`config.mk`:
```
export PLATFORM = sky130hd
export DESIGN_NAME = fptc_top
export DESIGN_NICKNAME = d
export VERILOG_FILES = /design/src/logic/fptc_pkg.sv /design/src/logic/fptc_top.sv
export VERILOG_INCLUDE_DIRS = /design/src /design/src/logic
export SDC_FILE = /design/constraint.sdc
export NUM_CORES = 2
export LEC_CHECK = 0
export BUFFER_PORTS_ARGS = -buffer_cell sky130_fd_sc_hd__buf_4
export CELL_PAD_IN_SITES_DETAIL_PLACEMENT = 0
export CELL_PAD_IN_SITES_GLOBAL_PLACEMENT = 2
export CORE_AREA = 2 2 597 599
export DETAILED_ROUTE_END_ITERATION = 8
export DIE_AREA = 0 0 599 601
export PLACE_DENSITY_LB_ADDON = 0.1
export SLEW_MARGIN = 20
export SYNTH_ARGS = -nofsm -noshare
export SYNTH_HDL_FRONTEND = slang
export SYNTH_SLANG_ARGS = --single-unit
```
`constraint.sdc`:
```
create_clock -name i_core_clk -period 7 [get_ports i_core_clk]
set_input_delay 1.4 -clock i_core_clk [delete_from_list [all_inputs] [get_ports i_core_clk]]
set_output_delay 1.4 -clock i_core_clk [all_outputs]
set_load 0.01 [all_outputs]
```
`src/logic/fptc_consts.svh`:
```
// constants for the functional pin test control block
`ifndef FPTC_CONSTS_SVH
`define FPTC_CONSTS_SVH

`define FPTC_NPINS 240
`define FPTC_RANK_W 30
`define FPTC_NRANK 8
`define FPTC_RANK_SEL_W 3
`define FPTC_DATA_W 30
`define FPTC_DLY_W 16
`define FPTC_SYNC_W 8
`define FPTC_NSUP 3
`define FPTC_NROUTE 4
`define FPTC_STB_BITS 4
`define FPTC_DLY_RST 16'h0001
`define FPTC_DCDLY_RST 16'h0001
`define FPTC_SYNC_RST 8'h00
`define FPTC_LIM_HI_RST 16'hFFFF
`define FPTC_LIM_LO_RST 16'h0000

`endif

```
`src/logic/fptc_pkg.sv`:
```
// types for the functional pin test control block
package fptc_pkg;

   typedef enum logic [4:0] {
      FPTC_OP_NOP = 5'h00,
      FPTC_OP_SET_DIR = 5'h01,
      FPTC_OP_SET_PAT = 5'h02,
      FPTC_OP_SET_MASK = 5'h03,
      FPTC_OP_SET_SUPPLY = 5'h04,
      FPTC_OP_SET_RELAY = 5'h05,
      FPTC_OP_SET_LOGIC = 5'h06,
      FPTC_OP_SET_DELAY = 5'h07,
      FPTC_OP_SET_DC_DELAY = 5'h08,
      FPTC_OP_SET_CLOCK = 5'h09,
      FPTC_OP_ROUTE_CLOCK = 5'h0A,
      FPTC_OP_MASK_STROBE = 5'h0B,
      FPTC_OP_ACCUM_MODE = 5'h0C,
      FPTC_OP_COMP_ENABLE = 5'h0D,
      FPTC_OP_FORCE_STROBE = 5'h0E,
      FPTC_OP_CLEAR = 5'h0F,
      FPTC_OP_SET_LIM_HI = 5'h10,
      FPTC_OP_SET_LIM_LO = 5'h11,
      FPTC_OP_FORCE_VAL = 5'h12,
      FPTC_OP_TRIP_ENABLE = 5'h13,
      FPTC_OP_OVERVOLTAGE_DETECT = 5'h14,
      FPTC_OP_TRIP_ACK = 5'h15
   } fptc_op_t;

   // gray along idle -> delay -> strobe, dc wait off idle
   typedef enum logic [1:0] {
      FPTC_ST_IDLE = 2'b00,
      FPTC_ST_DELAY = 2'b01,
      FPTC_ST_STROBE = 2'b11,
      FPTC_ST_DCWAIT = 2'b10
   } fptc_state_t;

endpackage

```
`src/logic/fptc_top.sv`:
```
// functional pin test control: per-pin rank settings, strobe timing, fail capture
`timescale 1ns/100ps
`include "fptc_consts.svh"
// Function
// RULE_01: each of 240 pins independently set as stimulus input or response output
// RULE_02: direction and mask may change between any two functional test steps
// RULE_03: direction write sets each pin of the addressed rank from its bit
// RULE_04: pattern write gives drive state to inputs, expected state to outputs
// RULE_05: mask write marks each pin of the rank care or don't care
// RULE_06: supply-select write picks each pin's input level reference pair
// RULE_07: relay write opens or closes each pin's utility relay
// RULE_08: comparator pass follows selected polarity, positive unless negative chosen
// RULE_09: held strobe delay times the strobe after each new pattern
// RULE_10: held dc delay applied before each dc force operation
// RULE_11: programmable count of sync pulses output during each functional test
// RULE_12: enabled sync pulses routed onto any of the first four pins
// RULE_13: non-latching default clears fail capture before each test's strobe
// RULE_14: latching mode keeps fail capture, accumulating failures over the sequence
// RULE_15: comparators enabled by default strobe into fail capture every test
// RULE_16: comparators disabled load nothing unless masked strobe matches pattern
// RULE_17: masked strobe compares pattern bits 0 to 3 with programmed bits
// RULE_18: enabled supply over its current trip raises a trip event
// RULE_19: enabling a supply's voltage trip switches it into current forcing
// RULE_20: force value outside configured limits rejected with terminal error
// RULE_21: single-strobe command strobes once even with comparators disabled
// RULE_22: clear command returns everything to reset state
// RULE_23: fail bit set only for output, care pin whose level mismatches expectation
// RULE_24: updates synchronous on one clock, pattern applied before delay starts

module fptc_top (
   input wire logic i_core_clk,
   input wire logic i_rst,
   input wire logic i_ce,
   input wire logic i_cmd_valid,
   input wire fptc_pkg::fptc_op_t i_cmd_op,
   input wire logic [`FPTC_RANK_SEL_W-1:0] i_cmd_rank,
   input wire logic [`FPTC_DATA_W-1:0] i_cmd_data,
   input wire logic [`FPTC_NPINS-1:0] i_pin_level,
   input wire logic [`FPTC_NSUP-1:0] i_sup_overcurrent,
   output logic o_ready,
   output logic [`FPTC_NPINS-1:0] o_pin_drive,
   output logic [`FPTC_NPINS-1:0] o_pin_oe,
   output logic [`FPTC_NPINS-1:0] o_supply_sel,
   output logic [`FPTC_NPINS-1:0] o_relay,
   output logic [`FPTC_NPINS-1:0] o_fail,
   output logic [`FPTC_NROUTE-1:0] o_sync,
   output logic o_strobe,
   output logic o_dc_go,
   output logic [`FPTC_DLY_W-1:0] o_force_val,
   output logic o_term_err,
   output logic o_trip_event,
   output logic [`FPTC_NSUP-1:0] o_supply_iforce
);
   import fptc_pkg::*;

   // ****************************************
   // command decode
   // ****************************************
   fptc_state_t state_q, state_d;
   logic go, srst;
   logic [`FPTC_DLY_W-1:0] val;
   logic [`FPTC_RANK_W-1:0] wdat;
   logic [`FPTC_DLY_W-1:0] lim_hi_q, lim_lo_q;
   logic in_lim;

   // commands only taken while idle, so settings never move mid-step
   assign go = i_ce & i_cmd_valid & o_ready; // RULE_24
   assign srst = i_rst | (go & (i_cmd_op == FPTC_OP_CLEAR)); // RULE_22
   assign val = i_cmd_data[`FPTC_DLY_W-1:0];
   assign wdat = i_cmd_data[`FPTC_RANK_W-1:0];
   assign in_lim = (val <= lim_hi_q) & (val >= lim_lo_q);

   // ****************************************
   // per-pin rank settings
   // ****************************************
   logic [`FPTC_NPINS-1:0] dir_q, pat_q, pat_d, mask_q;

   always_comb begin
      pat_d = pat_q;
      if (go && i_cmd_op == FPTC_OP_SET_PAT) begin
         pat_d[i_cmd_rank*`FPTC_RANK_W +: `FPTC_RANK_W] = wdat; // RULE_04
      end
   end

   always_ff @(posedge i_core_clk) begin
      if (srst) begin
         dir_q <= '0;
         pat_q <= '0;
         mask_q <= '0;
         o_supply_sel <= '0;
         o_relay <= '0;
      end else if (i_ce) begin
         pat_q <= pat_d;
         if (go) begin
            case (i_cmd_op)
               FPTC_OP_SET_DIR: begin
                  dir_q[i_cmd_rank*`FPTC_RANK_W +: `FPTC_RANK_W] <= wdat; // RULE_03 RULE_02
               end
               FPTC_OP_SET_MASK: begin
                  mask_q[i_cmd_rank*`FPTC_RANK_W +: `FPTC_RANK_W] <= wdat; // RULE_05
               end
               FPTC_OP_SET_SUPPLY: begin
                  o_supply_sel[i_cmd_rank*`FPTC_RANK_W +: `FPTC_RANK_W] <= wdat; // RULE_06
               end
               FPTC_OP_SET_RELAY: begin
                  o_relay[i_cmd_rank*`FPTC_RANK_W +: `FPTC_RANK_W] <= wdat; // RULE_07
               end
               default: begin
               end
            endcase
         end
      end
   end

   // ****************************************
   // test configuration
   // ****************************************
   logic neg_q, comp_en_q, accum_q, mstb_en_q;
   logic [`FPTC_STB_BITS-1:0] mstb_bits_q;
   logic [`FPTC_DLY_W-1:0] dly_q, dcdly_q;
   logic [`FPTC_SYNC_W-1:0] sync_cfg_q;
   logic [`FPTC_NROUTE-1:0] route_q;
   logic [`FPTC_NSUP-1:0] trip_en_q;

   always_ff @(posedge i_core_clk) begin
      if (srst) begin
         neg_q <= 1'b0; // RULE_08
         comp_en_q <= 1'b1; // RULE_15
         accum_q <= 1'b0; // RULE_13
         mstb_en_q <= 1'b0;
         mstb_bits_q <= '0;
         dly_q <= `FPTC_DLY_RST;
         dcdly_q <= `FPTC_DCDLY_RST;
         sync_cfg_q <= `FPTC_SYNC_RST;
         route_q <= '0;
         trip_en_q <= '0;
         o_supply_iforce <= '0;
         lim_hi_q <= `FPTC_LIM_HI_RST;
         lim_lo_q <= `FPTC_LIM_LO_RST;
      end else if (go) begin
         case (i_cmd_op)
            FPTC_OP_SET_LOGIC: neg_q <= i_cmd_data[0]; // RULE_08
            FPTC_OP_SET_DELAY: dly_q <= val; // RULE_09
            FPTC_OP_SET_DC_DELAY: dcdly_q <= val; // RULE_10
            FPTC_OP_SET_CLOCK: sync_cfg_q <= i_cmd_data[`FPTC_SYNC_W-1:0]; // RULE_11
            FPTC_OP_ROUTE_CLOCK: route_q <= i_cmd_data[`FPTC_NROUTE-1:0]; // RULE_12
            FPTC_OP_MASK_STROBE: begin
               mstb_en_q <= i_cmd_data[`FPTC_STB_BITS];
               mstb_bits_q <= i_cmd_data[`FPTC_STB_BITS-1:0]; // RULE_17
            end
            FPTC_OP_ACCUM_MODE: accum_q <= i_cmd_data[0]; // RULE_14
            FPTC_OP_COMP_ENABLE: comp_en_q <= i_cmd_data[0]; // RULE_16
            FPTC_OP_SET_LIM_HI: lim_hi_q <= val;
            FPTC_OP_SET_LIM_LO: lim_lo_q <= val;
            FPTC_OP_TRIP_ENABLE: trip_en_q <= i_cmd_data[`FPTC_NSUP-1:0];
            FPTC_OP_OVERVOLTAGE_DETECT: begin
               // detector on implies the supply now forces current
               o_supply_iforce <= o_supply_iforce | i_cmd_data[`FPTC_NSUP-1:0]; // RULE_19
            end
            default: begin
            end
         endcase
      end
   end

   // ****************************************
   // sequencer
   // ****************************************
   logic [`FPTC_DLY_W-1:0] cnt_q;
   logic [`FPTC_SYNC_W-1:0] sync_left_q;
   logic sync_q;
   logic start_ft, start_dc, delay_done;

   // writing the pattern is what runs a functional test step
   assign start_ft = go & (i_cmd_op == FPTC_OP_SET_PAT);
   assign start_dc = go & (i_cmd_op == FPTC_OP_FORCE_VAL) & in_lim;
   // strobe waits for both the delay and the last sync pulse
   assign delay_done = (cnt_q == '0) & (sync_left_q == '0) & ~sync_q;

   always_comb begin
      state_d = state_q;
      case (state_q)
         FPTC_ST_IDLE: begin
            if (start_ft) begin
               state_d = FPTC_ST_DELAY;
            end else if (start_dc) begin
               state_d = FPTC_ST_DCWAIT;
            end
         end
         FPTC_ST_DELAY: begin
            if (delay_done) begin
               state_d = FPTC_ST_STROBE;
            end
         end
         FPTC_ST_STROBE: state_d = FPTC_ST_IDLE;
         FPTC_ST_DCWAIT: begin
            if (cnt_q == '0) begin
               state_d = FPTC_ST_IDLE;
            end
         end
         default: state_d = FPTC_ST_IDLE;
      endcase
   end

   always_ff @(posedge i_core_clk) begin
      if (srst) begin
         state_q <= FPTC_ST_IDLE;
         o_ready <= 1'b1;
      end else if (i_ce) begin
         state_q <= state_d;
         o_ready <= (state_d == FPTC_ST_IDLE);
      end
   end

   always_ff @(posedge i_core_clk) begin
      if (srst) begin
         cnt_q <= '0;
      end else if (i_ce) begin
         if (start_ft) begin
            cnt_q <= dly_q; // RULE_09
         end else if (start_dc) begin
            cnt_q <= dcdly_q; // RULE_10
         end else if (cnt_q != '0) begin
            cnt_q <= cnt_q - 1'b1;
         end
      end
   end

   // one pulse is one cycle high then one low
   always_ff @(posedge i_core_clk) begin
      if (srst) begin
         sync_left_q <= '0;
         sync_q <= 1'b0;
      end else if (i_ce) begin
         if (start_ft) begin
            sync_left_q <= sync_cfg_q; // RULE_11
            sync_q <= 1'b0;
         end else if (sync_q) begin
            sync_q <= 1'b0;
         end else if (sync_left_q != '0) begin
            sync_q <= 1'b1;
            sync_left_q <= sync_left_q - 1'b1;
         end
      end
   end

   // ****************************************
   // pin drive
   // ****************************************
   always_ff @(posedge i_core_clk) begin
      if (srst) begin
         o_pin_drive <= '0;
         o_pin_oe <= '0;
         o_sync <= '0;
      end else if (i_ce) begin
         // new pattern reaches the pins on the edge the delay starts
         o_pin_drive <= pat_d; // RULE_24
         o_pin_oe <= dir_q; // RULE_01
         o_sync <= {`FPTC_NROUTE{sync_q}};
         for (int k = 0; k < `FPTC_NROUTE; k++) begin
            if (route_q[k]) begin
               o_pin_drive[k] <= sync_q; // RULE_12
               o_pin_oe[k] <= 1'b1;
            end
         end
      end
   end

   // ****************************************
   // fail capture
   // ****************************************
   logic [`FPTC_NPINS-1:0] mis;
   logic do_strobe, mstb_hit;

   assign mis = ~dir_q & mask_q & (i_pin_level ^ {`FPTC_NPINS{neg_q}} ^ pat_q); // RULE_23
   assign mstb_hit = mstb_en_q & (pat_q[`FPTC_STB_BITS-1:0] == mstb_bits_q); // RULE_17
   assign do_strobe = ((state_q == FPTC_ST_STROBE) & (comp_en_q | mstb_hit)) // RULE_16
      | (go & (i_cmd_op == FPTC_OP_FORCE_STROBE)); // RULE_21

   always_ff @(posedge i_core_clk) begin
      if (srst) begin
         o_fail <= '0;
         o_strobe <= 1'b0;
      end else if (i_ce) begin
         o_strobe <= do_strobe;
         if (do_strobe) begin
            o_fail <= accum_q ? (o_fail | mis) : mis; // RULE_14
         end else if (start_ft && !accum_q) begin
            o_fail <= '0; // RULE_13
         end
      end
   end

   // ****************************************
   // dc force and supply events
   // ****************************************
   always_ff @(posedge i_core_clk) begin
      if (srst) begin
         o_force_val <= '0;
         o_dc_go <= 1'b0;
         o_term_err <= 1'b0;
      end else if (i_ce) begin
         o_dc_go <= (state_q == FPTC_ST_DCWAIT) & (cnt_q == '0); // RULE_10
         if (start_dc) begin
            o_force_val <= val;
         end
         if (go && i_cmd_op == FPTC_OP_FORCE_VAL && !in_lim) begin
            o_term_err <= 1'b1; // RULE_20
         end
      end
   end

   // set wins over the acknowledge so a trip in that cycle survives
   always_ff @(posedge i_core_clk) begin
      if (srst) begin
         o_trip_event <= 1'b0;
      end else if (i_ce) begin
         if (|(i_sup_overcurrent & trip_en_q)) begin
            o_trip_event <= 1'b1; // RULE_18
         end else if (go && i_cmd_op == FPTC_OP_TRIP_ACK) begin
            o_trip_event <= 1'b0;
         end
      end
   end

   // ****************************************
   // checks
   // ****************************************
   dir_write_a: assert property (@(posedge i_core_clk) disable iff (i_rst) // RULE_03
      go && i_cmd_op == FPTC_OP_SET_DIR |=> dir_q[0 +: `FPTC_RANK_W] ==
      ($past(i_cmd_rank) == 3'h0 ? $past(wdat) : $past(dir_q[0 +: `FPTC_RANK_W])))
      else $error("direction rank write not stored");
   pat_first_a: assert property (@(posedge i_core_clk) disable iff (i_rst) // RULE_24
      start_ft |=> o_pin_drive[`FPTC_NPINS-1:`FPTC_NROUTE]
      == pat_q[`FPTC_NPINS-1:`FPTC_NROUTE] && state_q == FPTC_ST_DELAY)
      else $error("pattern not on pins when delay starts");
   fail_cause_a: assert property (@(posedge i_core_clk) disable iff (srst) // RULE_23
      i_ce && !accum_q && do_strobe |=> o_fail == $past(mis))
      else $error("fail capture differs from mismatch");
   fail_accum_a: assert property (@(posedge i_core_clk) disable iff (srst) // RULE_14
      i_ce && accum_q && !do_strobe |=> (o_fail & $past(o_fail)) == $past(o_fail))
      else $error("accumulated fail bit lost");
   nonlatch_clr_a: assert property (@(posedge i_core_clk) disable iff (srst) // RULE_13
      i_ce && start_ft && !accum_q |=> o_fail == '0)
      else $error("fail capture not cleared at test start");
   comp_off_a: assert property (@(posedge i_core_clk) disable iff (srst) // RULE_16
      state_q == FPTC_ST_STROBE && !comp_en_q && !mstb_hit && !go |=> !o_strobe)
      else $error("strobe with comparators disabled");
   strobe_time_a: assert property (@(posedge i_core_clk) disable iff (srst) // RULE_09
      i_ce && start_ft && sync_cfg_q == '0 && dly_q == 16'h0005 |->
      ##7 state_q == FPTC_ST_STROBE)
      else $error("strobe delay not honoured");
   limit_err_a: assert property (@(posedge i_core_clk) disable iff (srst) // RULE_20
      go && i_cmd_op == FPTC_OP_FORCE_VAL && !in_lim |=> o_term_err && state_q == FPTC_ST_IDLE)
      else $error("out of limit force not rejected");
   trip_set_a: assert property (@(posedge i_core_clk) disable iff (srst) // RULE_18
      i_ce && |(i_sup_overcurrent & trip_en_q) |=> o_trip_event)
      else $error("trip not raised");
   iforce_a: assert property (@(posedge i_core_clk) disable iff (srst) // RULE_19
      go && i_cmd_op == FPTC_OP_OVERVOLTAGE_DETECT |=>
      (o_supply_iforce & $past(i_cmd_data[`FPTC_NSUP-1:0])) == $past(i_cmd_data[`FPTC_NSUP-1:0]))
      else $error("supply not in current force");
   clear_all_a: assert property (@(posedge i_core_clk) // RULE_22
      srst |=> o_fail == '0 && o_ready && !o_term_err && o_relay == '0)
      else $error("clear did not reset state");

endmodule

```
# Yosys cells after proc, flatten, opt, wreduce, memory -nomap -nowiden
# Cells that the tools add are included.
# W data, S select, Z words.
dict set report totals {
  regBits 2059
  input_bits 285
  out_inout_bits 1228
  wordCells 164
}
dict set report op_classes {
  n_addsub 3
  multipliers 1
  n_lt_le_gt_ge 2
  n_eq_ne 26
  shifts 2
  mux 33
  n_bitwise 25
  n_reduce_logical 40
}
# cell count
set op_table {}
lappend op_table {{$bwmux W240} 5}
lappend op_table {{$mux W240} 4}
lappend op_table {{$and A240 B240 Y240} 2}
lappend op_table {{$xor A240 B240 Y240} 2}
lappend op_table {{$not A240 Y240} 1}
lappend op_table {{$or A240 B240 Y240} 1}
lappend op_table {{$shift A30 B34 Y240 const A} 1}
lappend op_table {{$shiftx A30 B34 Y240} 1}
lappend op_table {{$mux W16} 3}
lappend op_table {{$eq A5 B4 Y1 const B} 8}
lappend op_table {{$neg A8 Y34} 1}
lappend op_table {{$reduce_and A2 Y1} 17}
lappend op_table {{$eq A5 B5 Y1 const B} 6}
lappend op_table {{$mux W8} 3}
lappend op_table {{$eq A5 B3 Y1 const B} 4}
lappend op_table {{$ge A16 B16 Y1} 1}
lappend op_table {{$le A16 B16 Y1} 1}
lappend op_table {{$logic_not A16 Y1} 1}
lappend op_table {{$reduce_bool A16 Y1} 1}
lappend op_table {{$sub A16 B1 Y16 const B} 1}
lappend op_table {{$reduce_and A3 Y1} 5}
lappend op_table {{$and A1 B1 Y1} 13}
lappend op_table {{$mux W1} 13}
lappend op_table {{$eq A5 B2 Y1 const B} 2}
lappend op_table {{other kinds (21)} 35}

# Logic depth before layout (Yosys ltp)
dict set report logic_depth {
  word_depth 8
  depth_mapped 21
  depth_no_buf 16
}

# Least setup slack after synthesis
# No wires, ideal clock.
dict set report synth_timing {
  path_kind {input-to-reg}
  start {input i_cmd_rank[0]}
  end {register dir_q[210]}
  arrival_ns 5.811
  required_ns 6.883
  setup_slack_ns 1.072
  path_stages 20
  path_buffers 9
  cell_sequence {buf_4 buf_4 buf_4 buf_4 buf_4 inv_1 fa_1 buf_2 o211ai_1 and2_1 nor2_1 ha_1 clkbuf_1 inv_1 clkbuf_1 nand2_1 buf_2 nor2_1 a21oi_1 a22o_1}
}
dict set report synth_via {
  elab_chain_cells 4
  word_cells_on_any_way 5
  classes_between {1 x add/sub; 1 x mul; 2 x shift; 1 x mux}
}
# item line_no
set synth_lines {}
lappend synth_lines {{start: declaration} fptc_top.sv:36} ;# input wire logic [`FPTC_RANK_SEL_W-1:0] i_cmd_rank,
lappend synth_lines {{$mul A3 B4 Y7 (no source line) (*)} n/a}
lappend synth_lines {{$neg A8 Y34 (*)} fptc_top.sv:97} ;# dir_q[i_cmd_rank*`FPTC_RANK_W +: `FPTC_RANK_W] <= wdat;
lappend synth_lines {{$shiftx A30 B34 Y240 / $shift A30 B34 Y240 (equally long branches)} fptc_top.sv:97}
lappend synth_lines {{$bwmux W240 (*)} fptc_top.sv:97}
lappend synth_lines {{end signal: indexed assignment} fptc_top.sv:97}
lappend synth_lines {{end: declaration} fptc_top.sv:76} ;# logic [`FPTC_NPINS-1:0] dir_q, pat_q, pat_d, mask_q;
# Every way passes the cells marked *; elsewhere a longest branch is shown, timed or not.
# A chain may end at the register's enable or synchronous reset.

# Worst setup path in the final report
dict set report layout_timing {
  start {input i_cmd_rank[0]}
  end {register mask_q[161]}
}
dict set report layout_via {
  elab_chain_cells 4
  word_cells_on_any_way 5
  classes_between {1 x add/sub; 1 x mul; 2 x shift; 1 x mux}
}
# item line_no
set layout_lines {}
lappend layout_lines {{$mul A3 B4 Y7 (no source line) (*)} n/a}
lappend layout_lines {{$neg A8 Y34 (*)} fptc_top.sv:100} ;# mask_q[i_cmd_rank*`FPTC_RANK_W +: `FPTC_RANK_W] <= wdat;
lappend layout_lines {{$shiftx A30 B34 Y240 / $shift A30 B34 Y240 (equally long branches)} fptc_top.sv:100}
lappend layout_lines {{$bwmux W240 (*)} fptc_top.sv:100}
lappend layout_lines {{end signal: indexed assignment} fptc_top.sv:100}
lappend layout_lines {{end: declaration} fptc_top.sv:76}
# Marked as above.

==> flow_metrics.py <==
metrics = {
    "setup_path": {
        "worstSetupPathType": "primary input to register",
        "cp_data_required_time_ps": 7830,
        "endpoint_kind": "register",
        "crit_fanout": 54,
        "cp-start-kind": "primary input",
        "cp.arrival_ps": 6760,
    },
    "floorplan": {
        "ios": 1513,
        "row_count": 219,
        "die_x_um": 599,
        "die_area_mm2": 0.3600,
        "start_util_pct": 22.37,
        "design.core.area_mm2": 0.3540,
        "die_h_um": 601,
    },
    "detailed_routing": {
        "wl_met1_um": 207000,
        "drt_iter0_markers": 5142,
        "vias_per_cell": 4.775,
        "top_layer_used": "met5",
        "final_antenna_net_count": 0,
        "route.met2.wl_um": 236100,
        "vias": 71490,
        "wl_um": 492600,
        "remaining_drc_errors": 0,
        "drt-pass1-iter-count": 6,
        "route.met3.wl_um": 26990,
        "routedWlPerCell_um": 32.91,
    },
    "sta": {
        "setup_tns_ps": 0,
        "fmax_ghz": 0.1685,
        "slew_viol_final": 0,
        "max_slew_margin_pct": 23.03,
        "grt_setup_unrepaired": "false",
        "finalClockSkew_ps": 85.34,
        "period_needed_ps": 5934,
        "setup_violations": 0,
        "tightest_slew_ps": 1155,
        "hold_viol": 0,
        "fin_crit_sh_pct": 84.77,
    },
    "layout": {
        "syn_to_final_growth_pct": 30.06,
        "utilization_pct": 29.10,
        "nets": 10360,
        "mostFrequentLayoutCells": "dfxtp_1 (1822), buf_4 (1787), nand2_1 (1213)",
        "layout.cells.most_common": "dfxtp_1",
        "layout-drive-gt1-share_pct": 23.71,
        "final_cells": 14970,
        "fillerInstances": 37810,
    },
    "clock_network": {
        "hold_buffers": 0,
        "cts_tree": "yes",
        "htree_num_levels": 4,
        "cts_buffers": 226,
        "cts_resized": 0,
        "clk_pin_slew_ps": 60,
        "cts.sinks": 1823,
        "clk_latency_ps": 960,
        "root_buffer": "clkbuf_16",
        "post_cts_buffers": 0,
        "cts_buffer_depth": 4,
    },
    "run": {
        "cap_violations": 0,
    },
    "yosys": {
        "syn_avg_cell_area_um2": 9.017,
        "synthArstFlopShare_pct": 0,
        "synth.top_cell.area_share_pct": 46.08,
        "ys_top_cells_by_area": "dfxtp_1 (46%), mux2i_1 (11%), nand2_1 (5.8%), nor2_1 (5.1%), a22o_1 (3.1%)",
        "synth_edf_count": 0,
        "synth_ff_type": "dfxtp_1",
        "syn_inst": 8783,
        "synth_top_area_cell": "dfxtp_1",
        "yosysUniqueCellTypes": 99,
        "synth.yosys.seq_area_share_pct": 46.08,
        "synth_seq_cells": 1823,
        "ys_warn_count": 0,
        "syn-num-nets": 9113,
        "syn_area_mm2": 0.07920,
    },
    "worst_hold_path": {
        "hp-class": "register to register",
    },
    "pwr": {
        "leakage_nw": 42.80,
        "cellPowerDensity_mw_per_mm2": 270.0,
        "peakVddDrop_mv": 0.1876,
    },
    "place": {
        "dp_cells": 14550,
        "place.port_buffers": 1512,
        "dp_hpwl_um": 380900,
        "gp_congestion": 0.9241,
    },
    "global_route": {
        "grt_max_degree": 143,
        "overflow": 0,
        "grt_pass1_wl_um": 652200,
        "antenna_found_initial": 51,
        "grt_use_total_pct": 26.32,
        "grt_pass1_vias": 70560,
    },
    "status": {
        "status": "complete, no violations",
    },
}
[cell families after synthesis]
logic type / share of synthesized area [%]
xor gates and xnor gates: 5.629
muxes: 12.28
buffers and inverters: 5.275
DFF: 46.08
adders and majority gates: 0.7394
and+or+nand+nor: 18.51
AOI/OAI and AO/OA: 11.49
[critical path, stage by stage]
cell and delay [ps]:
buf_4 150, buf_4 600, inv_1 190, ha_2 500
nor2_1 760, a22oi_1 470, a211oi_1 960, mux2_2 680
nand3_1 600, nor2_1 260, a31o_2 120
[path summary, 6_finish.rpt]
check,start,endpoint,slack [ps],cells after the start
worst min register to register,o_force_val[10]$_SDFFE_PP0P_,o_force_val[10]$_SDFFE_PP0P_,460,2
worst max register to register,o_ready$_SDFFE_PP1P_,mask_q[105]$_SDFFE_PP0P_,3020,9
worst min-delay path,o_force_val[10]$_SDFFE_PP0P_,o_force_val[10]$_SDFFE_PP0P_,460,2
worst max-delay path,i_cmd_rank[0],mask_q[161]$_SDFFE_PP0P_,1070,11
[stage by stage]
step / power, mW / area [um2] / hold slack [ps] / setup WS (ps)
6_report: 27.82 / 103000 / 455.5 / 1066
4_1_cts: 28.21 / 102900 / 457.4 / 1196
5_1_grt: 28.72 / 103000 / 467.2 / 871.0
3_5_place_dp: 16.03 / 95530 / 442.6 / 186.9
2_1_floorplan: 12.87 / 79200 / 427.1 / 1072
3_3_place_gp: 16.03 / 95480 / 440.7 / 114.0
[area by class of cell]
class,count,area (um2),share of cell area (%)
timing repair buffer,1810,13870,13.46
sequential,1823,36500,35.43
clock buffer,340,6648,6.454
multi-input combinational,6118,39080,37.94
clock inverter,61,734.5,0.7130
antenna,17,42.54,0.04130
inverter,50,187.7,0.1822
tap,4751,5944,5.771
[power breakdown]
part           internal, mW  switching [mW]
clock                  6.99            5.01
combinational          1.22            4.12
sequential             10.4          0.0550
[cell usage after synthesis, types with 58 or more instances]
| master | n |
|---|---|
| a211oi_1 | 68 |
| a21oi_1 | 327 |
| a22o_1 | 282 |
| buf_4 | 249 |
| clkbuf_1 | 438 |
| dfxtp_1 | 1823 |
| mux2i_1 | 876 |
| nand2_1 | 1224 |
| nand3_1 | 206 |
| nor2_1 | 1069 |
| nor3_1 | 390 |
| nor3b_1 | 248 |
| o211ai_1 | 58 |
| o21ai_0 | 281 |
| xnor2_1 | 252 |
| xor2_1 | 247 |
[routing by layer]
layer	up-vias	GRT usage, %
met5	-	0
met4	34	10.29
met3	637	4.755
met2	2288	45.12
met1	35790	32.42
li1	32740	-
[state kept, by name, indices dropped and copies added, names as in the netlist, 8 cells and up]
name          cells
sync_cfg_q        8
dir_q           240
o_pin_oe        240
mask_q          240
o_force_val      16
sync_left_q       8
dly_q            16
lim_lo_q         16
dcdly_q          16
o_fail          240
pat_q           240
lim_hi_q         16
o_relay         240
o_supply_sel    240
cnt_q            16
Note: power is estimated with default switching activity, not from simulation.
